`src/tape_pkg.sv`:
```
// Shared constants, types and register map for the tape transport search control.
// Assumes a single 50 MHz clock and an APB master with 32-bit data.
package tape_pkg;

	// ****************************************
	// Timing
	// ****************************************
	localparam int CLK_HZ = 50_000_000;
	localparam int GAP_S = 5;
	localparam int GAP_CYCLES = GAP_S * CLK_HZ;
	localparam int SETTLE_CYCLES = 4;

	// ****************************************
	// Pin inputs
	// ****************************************
	localparam int PIN_W = 10;
	localparam int B_PLAY = 0;
	localparam int B_STOP = 1;
	localparam int B_PAUSE = 2;
	localparam int B_REC = 3;
	localparam int B_REW = 4;
	localparam int B_FF = 5;
	localparam int B_CRST = 6;
	localparam int S_MEMORY = 7;
	localparam int S_TMR_PLAY = 8;
	localparam int S_TMR_REC = 9;

	// ****************************************
	// Counts
	// ****************************************
	localparam logic [9:0] TAPE_ZERO = 10'h000;
	localparam logic [9:0] TAPE_LAST = 10'h3E7;
	localparam logic [4:0] SEARCH_MIN = 5'h01;
	localparam logic [4:0] SEARCH_MAX = 5'h12;

	// ****************************************
	// Register map
	// ****************************************
	localparam logic [11:0] CONTROL_ADDR = 12'h000;
	localparam logic [11:0] STATUS_ADDR = 12'h004;
	localparam logic [7:0] THRESH_RESET = 8'h10;
	localparam int ST_STATE_LSB = 0;
	localparam int ST_DIR_BIT = 3;
	localparam int ST_COUNT_LSB = 4;
	localparam int ST_SEARCH_BIT = 12;
	localparam int ST_TAPE_LSB = 16;

	// ****************************************
	// Types
	// ****************************************
	typedef enum logic [2:0] {
		ST_STOP = 3'b000,
		ST_PLAY = 3'b001,
		ST_REC = 3'b010,
		ST_WIND = 3'b011,
		ST_CUE = 3'b100,
		ST_SEARCH = 3'b101
	} mode_e;

	typedef enum logic [2:0] {
		SPD_OFF = 3'b000,
		SPD_PLAY = 3'b001,
		SPD_FAST = 3'b010,
		SPD_THIRD = 3'b011,
		SPD_FIFTH = 3'b100
	} speed_e;

	typedef enum logic [1:0] {
		HEAD_RETRACT = 2'b00,
		HEAD_NEAR = 2'b01,
		HEAD_PLAY = 2'b10
	} head_e;

	typedef struct packed {
		logic forward;
		speed_e speed;
		head_e head;
		logic mute;
		logic record;
	} drive_s;

endpackage

```
`src/tape_transport_search_control.sv`:
```
// Transport control: counter memory stop, timer self-start, cueing and music search.
// Buttons and switches arrive as raw pins; audio level comes from an ADC on this clock.
//
// The implementer's own choices: the register offsets and register access over APB.
`timescale 1ns/100ps

// Function
// - Counter reset button sets the tape counter to 000 anywhere, any mode.
// - Memory switch plus rewind stops the transport when counter reaches 999.
// - Power-up with timer switch at play or record starts that mode unprompted.
// - Plain rewind or fast-forward retracts the head and mutes the output.
// - Pause during fast wind enters cue: head near tape, one-third speed.
// - In cue, holding rewind or fast-forward drops speed to about one-fifth.
// - Cue mode lasts until stop, play or a second pause is pressed.
// - Second pause during cue enters music search with count one shown.
// - Each pause in search adds one, capped at eighteen, extra presses ignored.
// - Each record press in search lowers the count by one, not below one until a selection start has passed.
// - Count N passes N-1 selection starts and stops at the Nth.
// - Searching winds tape and counts down at each detected selection start.
// - Count reaching zero at a selection start switches into playback.
// - Search follows entry direction; rewind or fast-forward reverses it mid-search.
// - Stop or play ends music search at any time.
// - Display shows selections left, one clock behind the working count that search uses.
// - A silent gap of about five seconds marks a selection boundary.
// - Search entry and counting use only the ordinary transport button inputs.
module tape_transport_search_control #(
	parameter int GAP_CYCLES = tape_pkg::GAP_CYCLES
) (
	// Clock and reset
	input wire logic clock,
	input wire logic reset_n,
	// APB slave
	input wire logic psel,
	input wire logic penable,
	input wire logic pwrite,
	input wire logic [11:0] paddr,
	input wire logic [31:0] pwdata,
	output logic [31:0] prdata,
	output logic pready,
	output logic pslverr,
	// Front panel, remote and switch pins
	input wire logic [tape_pkg::PIN_W-1:0] pins,
	// Tape counter roller pulse pin
	input wire logic tape_tick,
	// Playback level from ADC on this clock
	input wire logic [7:0] level,
	// Transport and display
	output tape_pkg::drive_s drive,
	output logic [4:0] count_display,
	output logic search_indicator,
	output logic [9:0] tape_count
);

	// ****************************************
	// Pin synchronisers
	// ****************************************
	logic [tape_pkg::PIN_W:0] sync1_r;
	logic [tape_pkg::PIN_W:0] sync2_r;
	logic [tape_pkg::PIN_W:0] sync3_r;
	logic [tape_pkg::PIN_W:0] filt_r;
	logic [tape_pkg::PIN_W:0] filt_d_r;
	logic [tape_pkg::PIN_W:0] press;

	always_ff @(posedge clock) begin
		if (!reset_n) begin
			sync1_r <= '0;
			sync2_r <= '0;
			sync3_r <= '0;
			filt_d_r <= '0;
		end else begin
			sync1_r <= {tape_tick, pins};
			sync2_r <= sync1_r;
			sync3_r <= sync2_r;
			filt_d_r <= filt_r;
		end
	end

	genvar gi;
	generate
		for (gi = 0; gi <= tape_pkg::PIN_W; gi++) begin : g_filt
			// Bounce between the last two stages is not taken as a change
			always_ff @(posedge clock) begin
				if (!reset_n) begin
					filt_r[gi] <= 1'b0;
				end else if (sync2_r[gi] == sync3_r[gi]) begin
					filt_r[gi] <= sync2_r[gi];
				end
			end
		end
	endgenerate

	assign press = filt_r & ~filt_d_r;

	// Remote and panel share these inputs
	logic p_play;
	logic p_stop;
	logic p_pause;
	logic p_rec;
	logic p_wind;
	logic p_ff;
	logic tick;
	assign p_play = press[tape_pkg::B_PLAY];
	assign p_stop = press[tape_pkg::B_STOP];
	assign p_pause = press[tape_pkg::B_PAUSE];
	assign p_rec = press[tape_pkg::B_REC];
	assign p_ff = press[tape_pkg::B_FF];
	assign p_wind = press[tape_pkg::B_FF] | press[tape_pkg::B_REW];
	assign tick = press[tape_pkg::PIN_W];

	// ****************************************
	// Registers over APB
	// ****************************************
	logic [7:0] thresh_r;
	logic [31:0] status_word;
	logic hit_ctrl;
	logic hit_stat;
	tape_pkg::mode_e mode_r;
	logic dir_r;
	logic [4:0] count_r;
	logic [9:0] tape_r;

	assign hit_ctrl = (paddr == tape_pkg::CONTROL_ADDR);
	assign hit_stat = (paddr == tape_pkg::STATUS_ADDR);
	assign pready = 1'b1;

	always_comb begin
		status_word = '0;
		status_word[tape_pkg::ST_STATE_LSB +: 3] = mode_r;
		status_word[tape_pkg::ST_DIR_BIT] = dir_r;
		status_word[tape_pkg::ST_COUNT_LSB +: 5] = count_r;
		status_word[tape_pkg::ST_SEARCH_BIT] = (mode_r == tape_pkg::ST_SEARCH);
		status_word[tape_pkg::ST_TAPE_LSB +: 10] = tape_r;
	end

	always_ff @(posedge clock) begin
		if (!reset_n) begin
			thresh_r <= tape_pkg::THRESH_RESET;
		end else if (psel && penable && pwrite && hit_ctrl) begin
			thresh_r <= pwdata[7:0];
		end
	end

	// Read data latched in the setup cycle, so it stands from a flop
	always_ff @(posedge clock) begin
		if (!reset_n) begin
			prdata <= '0;
			pslverr <= 1'b0;
		end else if (psel && !penable) begin
			pslverr <= !(hit_ctrl || hit_stat);
			if (pwrite) begin
				prdata <= '0;
			end else if (hit_ctrl) begin
				prdata <= {24'h000000, thresh_r};
			end else if (hit_stat) begin
				prdata <= status_word;
			end else begin
				prdata <= '0;
			end
		end
	end

	// ****************************************
	// Self-start catch after reset release
	// ****************************************
	logic [2:0] settle_r;
	logic boot;
	assign boot = (settle_r == 3'(tape_pkg::SETTLE_CYCLES));

	// One pulse, only once the filter stage holds the timer switch
	always_ff @(posedge clock) begin
		if (!reset_n) begin
			settle_r <= '0;
		end else if (settle_r != 3'(tape_pkg::SETTLE_CYCLES + 1)) begin
			settle_r <= settle_r + 3'h1;
		end
	end

	// ****************************************
	// Silence detector
	// ****************************************
	logic [31:0] quiet_r;
	logic gap_seen_r;
	logic sel_start;
	logic quiet;
	assign quiet = (level < thresh_r);
	// Edge of sound after a long gap is the start of a selection
	assign sel_start = gap_seen_r && !quiet && (mode_r == tape_pkg::ST_SEARCH);

	// Gap timed in clock time at cue speed; quiet passages also count
	always_ff @(posedge clock) begin
		if (!reset_n) begin
			quiet_r <= '0;
			gap_seen_r <= 1'b0;
		end else if (mode_r != tape_pkg::ST_SEARCH) begin
			quiet_r <= '0;
			gap_seen_r <= 1'b0;
		end else if (quiet) begin
			if (quiet_r >= 32'(GAP_CYCLES - 1)) begin
				gap_seen_r <= 1'b1;
			end else begin
				quiet_r <= quiet_r + 32'h1;
			end
		end else begin
			quiet_r <= '0;
			gap_seen_r <= 1'b0;
		end
	end

	// ****************************************
	// Search count
	// ****************************************
	logic started_r;
	logic land;
	// Landing when the last selection start is passed
	assign land = sel_start && (count_r == tape_pkg::SEARCH_MIN);

	always_ff @(posedge clock) begin
		if (!reset_n) begin
			count_r <= '0;
			started_r <= 1'b0;
		end else if (mode_r == tape_pkg::ST_CUE && p_pause) begin
			count_r <= tape_pkg::SEARCH_MIN;
			started_r <= 1'b0;
		end else if (mode_r == tape_pkg::ST_SEARCH && !p_stop && !p_play) begin
			if (sel_start) begin
				count_r <= count_r - 5'h01;
				started_r <= 1'b1;
			end else if (p_pause) begin
				if (count_r < tape_pkg::SEARCH_MAX) begin
					count_r <= count_r + 5'h01;
				end
			end else if (p_rec) begin
				if (count_r > tape_pkg::SEARCH_MIN || (started_r && count_r != 5'h00)) begin
					count_r <= count_r - 5'h01;
				end
			end
		end else if (mode_r != tape_pkg::ST_SEARCH) begin
			count_r <= '0;
			started_r <= 1'b0;
		end
	end

	// ****************************************
	// Transport mode
	// ****************************************
	logic mem_stop;
	// Counter wraps 000 to 999 going backward
	assign mem_stop = filt_r[tape_pkg::S_MEMORY] && !dir_r && (tape_r == tape_pkg::TAPE_LAST);

	always_ff @(posedge clock) begin
		if (!reset_n) begin
			mode_r <= tape_pkg::ST_STOP;
			dir_r <= 1'b1;
		end else if (boot) begin
			if (filt_r[tape_pkg::S_TMR_REC]) begin
				mode_r <= tape_pkg::ST_REC;
			end else if (filt_r[tape_pkg::S_TMR_PLAY]) begin
				mode_r <= tape_pkg::ST_PLAY;
			end
			dir_r <= 1'b1;
		end else begin
			case (mode_r)
				tape_pkg::ST_STOP, tape_pkg::ST_PLAY, tape_pkg::ST_REC: begin
					if (p_stop) begin
						mode_r <= tape_pkg::ST_STOP;
					end else if (p_wind) begin
						mode_r <= tape_pkg::ST_WIND;
						dir_r <= p_ff;
					end else if (p_play && mode_r == tape_pkg::ST_STOP) begin
						if (filt_r[tape_pkg::B_REC]) begin
							mode_r <= tape_pkg::ST_REC;
						end else begin
							mode_r <= tape_pkg::ST_PLAY;
						end
						dir_r <= 1'b1;
					end
				end
				tape_pkg::ST_WIND: begin
					if (p_stop || mem_stop) begin
						mode_r <= tape_pkg::ST_STOP;
					end else if (p_play) begin
						mode_r <= tape_pkg::ST_PLAY;
						dir_r <= 1'b1;
					end else if (p_pause) begin
						mode_r <= tape_pkg::ST_CUE;
					end else if (p_wind) begin
						dir_r <= p_ff;
					end
				end
				tape_pkg::ST_CUE: begin
					if (p_stop) begin
						mode_r <= tape_pkg::ST_STOP;
					end else if (p_play) begin
						mode_r <= tape_pkg::ST_PLAY;
						dir_r <= 1'b1;
					end else if (p_pause) begin
						mode_r <= tape_pkg::ST_SEARCH;
					end
				end
				tape_pkg::ST_SEARCH: begin
					if (p_stop) begin
						mode_r <= tape_pkg::ST_STOP;
					end else if (p_play || land) begin
						mode_r <= tape_pkg::ST_PLAY;
						dir_r <= 1'b1;
					end else if (p_wind) begin
						dir_r <= !dir_r;
					end
				end
				default: begin
					mode_r <= tape_pkg::ST_STOP;
				end
			endcase
		end
	end

	// ****************************************
	// Tape counter
	// ****************************************
	always_ff @(posedge clock) begin
		if (!reset_n) begin
			tape_r <= tape_pkg::TAPE_ZERO;
		end else if (press[tape_pkg::B_CRST]) begin
			tape_r <= tape_pkg::TAPE_ZERO;
		end else if (tick && mode_r != tape_pkg::ST_STOP) begin
			if (dir_r) begin
				tape_r <= (tape_r == tape_pkg::TAPE_LAST) ? tape_pkg::TAPE_ZERO : tape_r + 10'h001;
			end else begin
				tape_r <= (tape_r == tape_pkg::TAPE_ZERO) ? tape_pkg::TAPE_LAST : tape_r - 10'h001;
			end
		end
	end

	// ****************************************
	// Motor, head and mute drive
	// ****************************************
	logic held;
	assign held = filt_r[tape_pkg::B_FF] | filt_r[tape_pkg::B_REW];

	always_ff @(posedge clock) begin
		if (!reset_n) begin
			drive <= '{forward: 1'b1, speed: tape_pkg::SPD_OFF, head: tape_pkg::HEAD_RETRACT, mute: 1'b1,
				record: 1'b0};
		end else begin
			drive.forward <= dir_r;
			drive.record <= (mode_r == tape_pkg::ST_REC);
			case (mode_r)
				tape_pkg::ST_PLAY, tape_pkg::ST_REC: begin
					drive.speed <= tape_pkg::SPD_PLAY;
					drive.head <= tape_pkg::HEAD_PLAY;
					drive.mute <= 1'b0;
				end
				tape_pkg::ST_WIND: begin
					drive.speed <= tape_pkg::SPD_FAST;
					drive.head <= tape_pkg::HEAD_RETRACT;
					drive.mute <= 1'b1;
				end
				tape_pkg::ST_CUE: begin
					// Held wind button slows cue further
					drive.speed <= held ? tape_pkg::SPD_FIFTH : tape_pkg::SPD_THIRD;
					drive.head <= tape_pkg::HEAD_NEAR;
					drive.mute <= 1'b0;
				end
				tape_pkg::ST_SEARCH: begin
					// Head near so the level input sees the tape
					drive.speed <= tape_pkg::SPD_THIRD;
					drive.head <= tape_pkg::HEAD_NEAR;
					drive.mute <= 1'b1;
				end
				default: begin
					drive.speed <= tape_pkg::SPD_OFF;
					drive.head <= tape_pkg::HEAD_RETRACT;
					drive.mute <= 1'b1;
				end
			endcase
		end
	end

	// ****************************************
	// Display
	// ****************************************
	// Display is a registered copy of the working count, one clock behind
	always_ff @(posedge clock) begin
		if (!reset_n) begin
			count_display <= '0;
			search_indicator <= 1'b0;
			tape_count <= tape_pkg::TAPE_ZERO;
		end else begin
			count_display <= count_r;
			search_indicator <= (mode_r == tape_pkg::ST_SEARCH);
			tape_count <= tape_r;
		end
	end

endmodule

```
`config.mk`:
```
export PLATFORM = sky130hd
export DESIGN_NAME = tape_transport_search_control
export DESIGN_NICKNAME = d
export VERILOG_FILES = /design/src/tape_pkg.sv /design/src/tape_transport_search_control.sv
export SDC_FILE = /design/constraint.sdc
export NUM_CORES = 1
export LEC_CHECK = 0
export CAP_MARGIN = 20
export CORE_MARGIN = 3
export CORE_UTILIZATION = 42
export CTS_CLUSTER_SIZE = 25
export DETAILED_ROUTE_END_ITERATION = 6
export DONT_BUFFER_PORTS = 1
export HOLD_SLACK_MARGIN = 0.02
export PLACE_DENSITY = 0.6
export SKIP_LAST_GASP = 1
export SYNTH_ARGS = -nofsm -noshare
export SYNTH_HDL_FRONTEND = slang
export SYNTH_SLANG_ARGS = --single-unit
```
`constraint.sdc`:
```
create_clock -name clock -period 2.86 [get_ports clock]
set_clock_uncertainty 0.2 [all_clocks]
set_input_delay 0 -clock clock [delete_from_list [all_inputs] [get_ports clock]]
set_output_delay 0 -clock clock [all_outputs]
set_load 0.02 [all_outputs]
```
* After elaboration in Yosys (flattened, before gate mapping)
Cells that the tools add are included.
** Storage, ports and cells
- Bits in registers :: 176
- Latch bits :: 0
- Bits in writable memories :: 0
- Memory bits (read-only) :: 0
- Input bits :: 68
- Output and inout bits :: 58
- Logic and storage cells :: 186
- Memories kept :: 0
** Operators by class
- $add $sub $neg :: 6
- Multipliers :: 0
- Divide/modulo/power cells :: 0
- Magnitude comparators :: 4
- Equality and inequality tests :: 43
- Shift operators :: 0
- Multiplexer cells :: 48
- Bitwise gates (word level) :: 6
- Reduce and logical (&&, ||, !) cells :: 44
** Operators by type and width (number)
- 26-bit 2-to-1 mux :: 3
- 3-bit 2-to-1 mux :: 15
- 5-bit 2-to-1 mux :: 7
- 32-bit by 1-bit adder with 32-bit output, second input constant :: 1
- 32-bit by 28-bit greater-or-equal comparator with 1-bit output, second input constant :: 1
- 10-bit 2-to-1 mux :: 3
- 6-bit one-hot mux with 4 select lines :: 1
- 5-bit != test, second input constant :: 4
- 3-bit != test, second input constant :: 6
- 1-bit 2-to-1 mux :: 16
- 1-bit logical AND :: 15
- 12-bit by 3-bit equality test with 1-bit output, second input constant :: 1
- 12-bit zero test :: 1
- 2-bit != test, second input constant :: 6
- 3-bit one-hot mux with 4 select lines :: 1
- 11-bit AND :: 1
- 1-bit equality test :: 11
- 11-bit NOT :: 1
- 10-bit by 1-bit adder with 10-bit output, second input constant :: 1
- 10-bit equality test, second input constant :: 1
- 10-bit zero test :: 1
- 5-bit by 4-bit != test with 1-bit output, second input constant :: 2
- 10-bit AND reduction :: 1
- 10-bit by 1-bit subtractor with 10-bit output, second input constant :: 1
- other kinds (30) :: 50

* Longest topological paths before layout
- Word-level depth :: 10
- Depth in mapped cells :: 9
- Gate-level depth less buffers :: 8

* Least setup slack after synthesis
OpenSTA, ideal clock, no wires.
- Kind :: register -> register
- From :: reg thresh_r[7]
- To :: reg count_r[4]
- Library setup time :: 124 ps
- Arrival :: 1951 ps
- Data required time :: 2536 ps
- Slack :: 585 ps
- Cell stages (with the launch flop) :: 9
- Path buffers :: 0
- Clock period less this slack :: 2275 ps
- Cells stage by stage :: dfxtp_1 inv_1 ha_1 nand2_1 o21ai_0 a21oi_2 o31ai_1 o211a_1 o32ai_1
** Between the ends
- Cells in the longest elaborated chain, start to end :: 6
- Elaborated cells on any way between the ends :: 10
- Classes of those cells :: 1 x order compare; 3 x eq/ne; 2 x mux; 4 x reduce/logical
** RTL lines
- from (decl) :: line tape_transport_search_control.sv:113 : logic [7:0] thresh_r;
- from (signal assigned) :: line tape_transport_search_control.sv:137 : thresh_r <= tape_pkg::THRESH_RESET;
- from (signal assigned) :: line tape_transport_search_control.sv:139 : thresh_r <= pwdata[7:0];
- 8-bit less-than comparator (*) :: line tape_transport_search_control.sv:185 : assign quiet = (level < thresh_r);
- 1-bit zero test (*) :: line tape_transport_search_control.sv:187 : assign sel_start = gap_seen_r && !quiet && (mode_r == tape_pkg::ST_SEARCH);
- 1-bit logical AND (*) (2 in series) :: line tape_transport_search_control.sv:187
- 4-bit by 3-bit != test with 1-bit output (no source line) (tied with other cells)
- 4-bit AND reduction (no source line) / 5-bit 2-to-1 mux (equally long branches)
- to (signal assigned) :: line tape_transport_search_control.sv:222 : count_r <= tape_pkg::SEARCH_MIN;
- to (signal assigned) :: line tape_transport_search_control.sv:226 : count_r <= count_r - 5'h01;
- to (signal assigned) :: line tape_transport_search_control.sv:230 : count_r <= count_r + 5'h01;
- to (decl) :: line tape_transport_search_control.sv:119 : logic [4:0] count_r;
Mark *: on every way between the ends. The rest lies on a longest branch, timed or not.
A chain may end at the register's enable or synchronous reset.

* Final worst setup path
- From :: in paddr[11]
- To :: reg thresh_r[4]
** Between the ends
- Cells in the longest elaborated chain, start to end :: 2
** RTL lines
- from (decl) :: line tape_transport_search_control.sv:36 : input wire logic [11:0] paddr,
- 12-bit zero test :: line tape_transport_search_control.sv:122 : assign hit_ctrl = (paddr == tape_pkg::CONTROL_ADDR);
- 1-bit logical AND :: line tape_transport_search_control.sv:138 : end else if (psel && penable && pwrite && hit_ctrl) begin
Every way passes these cells.

==> flow_metrics.env <==
export IMPL_status="complete, no violations"
export IMPL_p_leak_nw=3.072
export IMPL_syn_avg_cell_area_sq_um=8.860
export IMPL_ctsHtreeMaxLevel=4
export IMPL_path_clk_slew_ps=70
export IMPL_critical_path_class="in2reg"
export IMPL_yosysTopAreaCell="dfxtp_1"
export IMPL_ys_top_cells_by_area="dfxtp_1 44%, and2_1 5.6%, o21ai_0 3.5%, nand2_1 3.0%, ha_1 2.9%"
export IMPL_nets=952
export IMPL_synth_main_ff_cell="dfxtp_1"
export IMPL_grt_max_degree=114
export IMPL_overflow=0
export IMPL_coreArea_sq_um=16820
export IMPL_syn_to_final_growth_pct=17.72
export IMPL_p_per_area_nw_per_um2=553.7
export IMPL_synthDistinctLibCells=67
export IMPL_num_vias=6083
export IMPL_clock_sinks=161
export IMPL_whs_path_depth=2
export IMPL_crit_required_ps=3030
export IMPL_power_clock_fraction_pct=47.7
export IMPL_ys_seq_area_share_pct=44.15
export IMPL_cts_tree="done"
export IMPL_maxSlewViolCount=0
export IMPL_fillers=1556
export IMPL_relSlewSlack_pct=57.22
export IMPL_rsz0062_at_grt="true"
export IMPL_reg2reg_from="tape_r[7]$_SDFFE_PP0P_"
export IMPL_critPathBufInv=5
export IMPL_drc_errors=0
export IMPL_die_w_um=137.8
export IMPL_seqPwrFrac_pct=48.3
export IMPL_worstMarginPinSlew_ps=640.5
export IMPL_cts_made_buffers=17
export IMPL_drt_iter0_drc=495
export IMPL_ys_seq_elements=161
export IMPL_slowest_stage="dlygate4sd3_1"
export IMPL_cpMostUsedCell="dlygate4sd3_1"
export IMPL_worst_path_dominant_cell_family="buffers and inverters"
export IMPL_viasPerCell=5.535
export IMPL_finalSetupViolations=0
export IMPL_dp_cells=1021
export IMPL_cp_cell_sequence="dlygate4sd3_1 > nor3_2 > dlygate4sd3_1 > nand3_2 > nor2_2 > buf_6 > nand2_1 > dlygate4sd3_1 > o211ai_1 > dlygate4sd3_1"
export IMPL_synth_edf_count=0
export IMPL_rrSetupSlack_ps=230
export IMPL_drive_gt1_share_pct=9.443
export IMPL_fmax_mhz=360.3
export IMPL_fin_crit_sh_pct=97.05
export IMPL_final_cell_count_no_fill=1099
export IMPL_comb_power_share_pct=4.0
export IMPL_clockRootBuffer="clkbuf_16"
export IMPL_r2r_end="mode_r[1]$_SDFFE_PN0P_"
export IMPL_reg2regPathDepth=6
export IMPL_synth_area_sq_um=7301
export IMPL_diodes=0
export IMPL_worst_path_max_fanout=5
export IMPL_cp_start_kind="primary input"
export IMPL_period_minus_slack_ps=2776
export IMPL_clk_latency_ps=430
export IMPL_endpoint_kind="register"
export IMPL_ys_warn_count=0
export IMPL_first_pass_iters=5
export IMPL_internal_power_mw=3.682
export IMPL_io_buffers=0
export IMPL_max_cap_viol_count=0
export IMPL_place_congestion=0.8837
export IMPL_crit_arrival_ps=2940
export IMPL_hold_violations=0
export IMPL_synth_top_cell_area_share_pct=44.15
export IMPL_grtUsageTotal_pct=17.45
export IMPL_num_rows=47
export IMPL_dieArea_sq_um=19000
export IMPL_grt_pass1_wl_mm=26.70
export IMPL_drt_wl_total_mm=16.92
export IMPL_hold_class="in2reg"
export IMPL_synthArstFlopShare_pct=0
export IMPL_holdCritStartpoint="pins[8]"
export IMPL_fp_dieH_um=137.8
export IMPL_antenna_found_initial=0
export IMPL_ant_nets=0
export IMPL_irDropWorstVdd_v=0.0004015
export IMPL_dpl_hpwl_mm=11.18
export IMPL_wire_per_inst_um=15.40
export IMPL_postSynthCellCount=824
export IMPL_tns_ps=0
export IMPL_crit_path_max_incr_delay_ps=580
export IMPL_grt_pass1_vias=5596
export IMPL_swShare_pct=22.64
export IMPL_start_util_pct=43.41
export IMPL_holdPathEnd="sync1_r[8]$_SDFF_PN0_"
export IMPL_io_pin_count=126
export IMPL_p_switching_mw=1.078
export IMPL_clk_path_buf_depth=2
==> final cells by class <==
| class | instances | area [sq um] | area share (%) |
|---|---|---|---|
| clock buffers | 18 | 439.2 | 5.110 |
| clock inverters | 13 | 151.4 | 1.762 |
| inverters | 29 | 108.9 | 1.267 |
| multi-input cells | 590 | 3752 | 43.66 |
| flip-flops and latches | 161 | 3223 | 37.50 |
| well taps | 220 | 275.3 | 3.203 |
| repair buffers | 68 | 644.4 | 7.497 |
==> placed cells by master, fill, tap and decap left out, types with 4 or more instances in the layout <==
master         synthesis  layout
a211oi_1               4       4
a21boi_0              21      21
a21oi_1               33      33
a22oi_1               23      23
a31oi_1                9       9
and2_1                65      65
and3_1                16      16
and4_1                 6       6
buf_4                 13      22
clkbuf_16              0      17
conb_1                 2      13
dfxtp_1              161     161
dlygate4sd3_1          0      44
ha_1                  17      17
inv_1                 29      29
inv_6                  0       5
mux2i_1               10      10
nand2_1               58      58
nand2b_1               9       9
nand3_1               20      19
nand4_1               15      15
nor2_1                49      48
nor2b_1               28      28
nor3_1                18      17
nor3_2                 6       7
nor4_1                11      10
o211a_1                4       4
o211ai_1               5       5
o21ai_0               51      50
o22ai_1                5       5
or2_2                  6       6
or3_1                 13      13
or4_1                  5       5
xnor2_1               23      23
==> logic make-up (layout without fill, tap and decap cells) <==
kind of cell | Yosys count | after routing | share of synthesized area (%)
and+or+nand+nor | 339 | 339 | 26.36
AOI/OAI and AO/OA | 187 | 187 | 16.83
muxes | 10 | 10 | 1.371
xor gates and xnor gates | 24 | 24 | 2.879
other | 2 | 13 | 0.1029
buffers and inverters | 84 | 128 | 5.398
adders and majority gates | 17 | 17 | 2.913
DFF | 161 | 161 | 44.15
==> layer usage <==
metal / share of wire (%) / routed length [um] / GRT usage, %
met1: 47 / 7927 / 23.47
met2: 44 / 7435 / 27.14
met3: 7.7 / 1302 / 4.821
met4: 1.5 / 255 / 5.708
met5: 0 / 0 / 0
==> cells in the mapped netlist, types with 10 or more instances <==
master	number
and2_1	65
xnor2_1	23
nand2_1	58
ha_1	17
nand3_1	20
a21oi_1	33
nor2_1	49
a21boi_0	21
clkbuf_1	32
nand4_1	15
buf_4	13
nor2b_1	28
or3_1	13
a22oi_1	23
and3_1	16
dfxtp_1	161
mux2i_1	10
inv_1	29
nor4_1	11
nor3_1	18
o21ai_0	51
==> what timing repair did <==
action / in CTS / in global routing
hold buffers: 45 / 0
hold endpoints to repair: 133 / 0
buffers inserted: 0 / 2
setup endpoints to repair: 0 / 2
gates resized for setup: 0 / 5
==> how the worst max path moves through the flow <==
stage	from	end	slack, ps	cells past startpoint
global placement	tape_r[6]$_SDFFE_PP0P_	mode_r[1]$_SDFFE_PN0P_	320	6
CTS	paddr[11]	thresh_r[4]$_SDFFE_PN1P_	60	10
detailed placement	tape_r[7]$_SDFFE_PP0P_	mode_r[1]$_SDFFE_PN0P_	250	6
floorplan	thresh_r[7]$_SDFFE_PN0P_	count_r[4]$_SDFFE_PP0P_	580	8
global route	paddr[11]	thresh_r[4]$_SDFFE_PN1P_	-30	10
finish	paddr[11]	thresh_r[4]$_SDFFE_PN1P_	80	10
==> power groups by stage <==
stage / Combinational (mW) / Sequential [mW] / Clock, mW
global route: 0.211 / 2.30 / 2.42
floorplan: 0.130 / 2.34 / 0
finish: 0.190 / 2.30 / 2.27
CTS: 0.187 / 2.30 / 2.33
detailed placement: 0.127 / 2.35 / 0
global placement: 0.123 / 2.35 / 0
==> registers in the layout, summed over array words and instances, names as in the netlist, 3 cells and up <==
register	cells
count_display	5
count_r	5
drive	8
filt_d_r	8
filt_r	11
mode_r	3
prdata	20
quiet_r	32
settle_r	3
sync1_r	11
sync2_r	11
sync3_r	11
tape_count	10
tape_r	10
thresh_r	8
==> stage by stage <==
stage	instance area, sq um	hold slack, ps	power, mW	setup WS [ps]	util (%)
6_report	8594	30.12	4.759	84.46	51.10
2_1_floorplan	7342	-72.71	2.471	584.9	-
3_5_place_dp	7500	-100.7	2.474	246.6	44.59
4_1_cts	8558	20.68	4.810	55.98	50.89
5_1_grt	8594	34.35	4.932	-31.10	51.10
3_3_place_gp	7500	-105.1	2.469	322.4	44.59
Power figures use the tool's default switching activity.
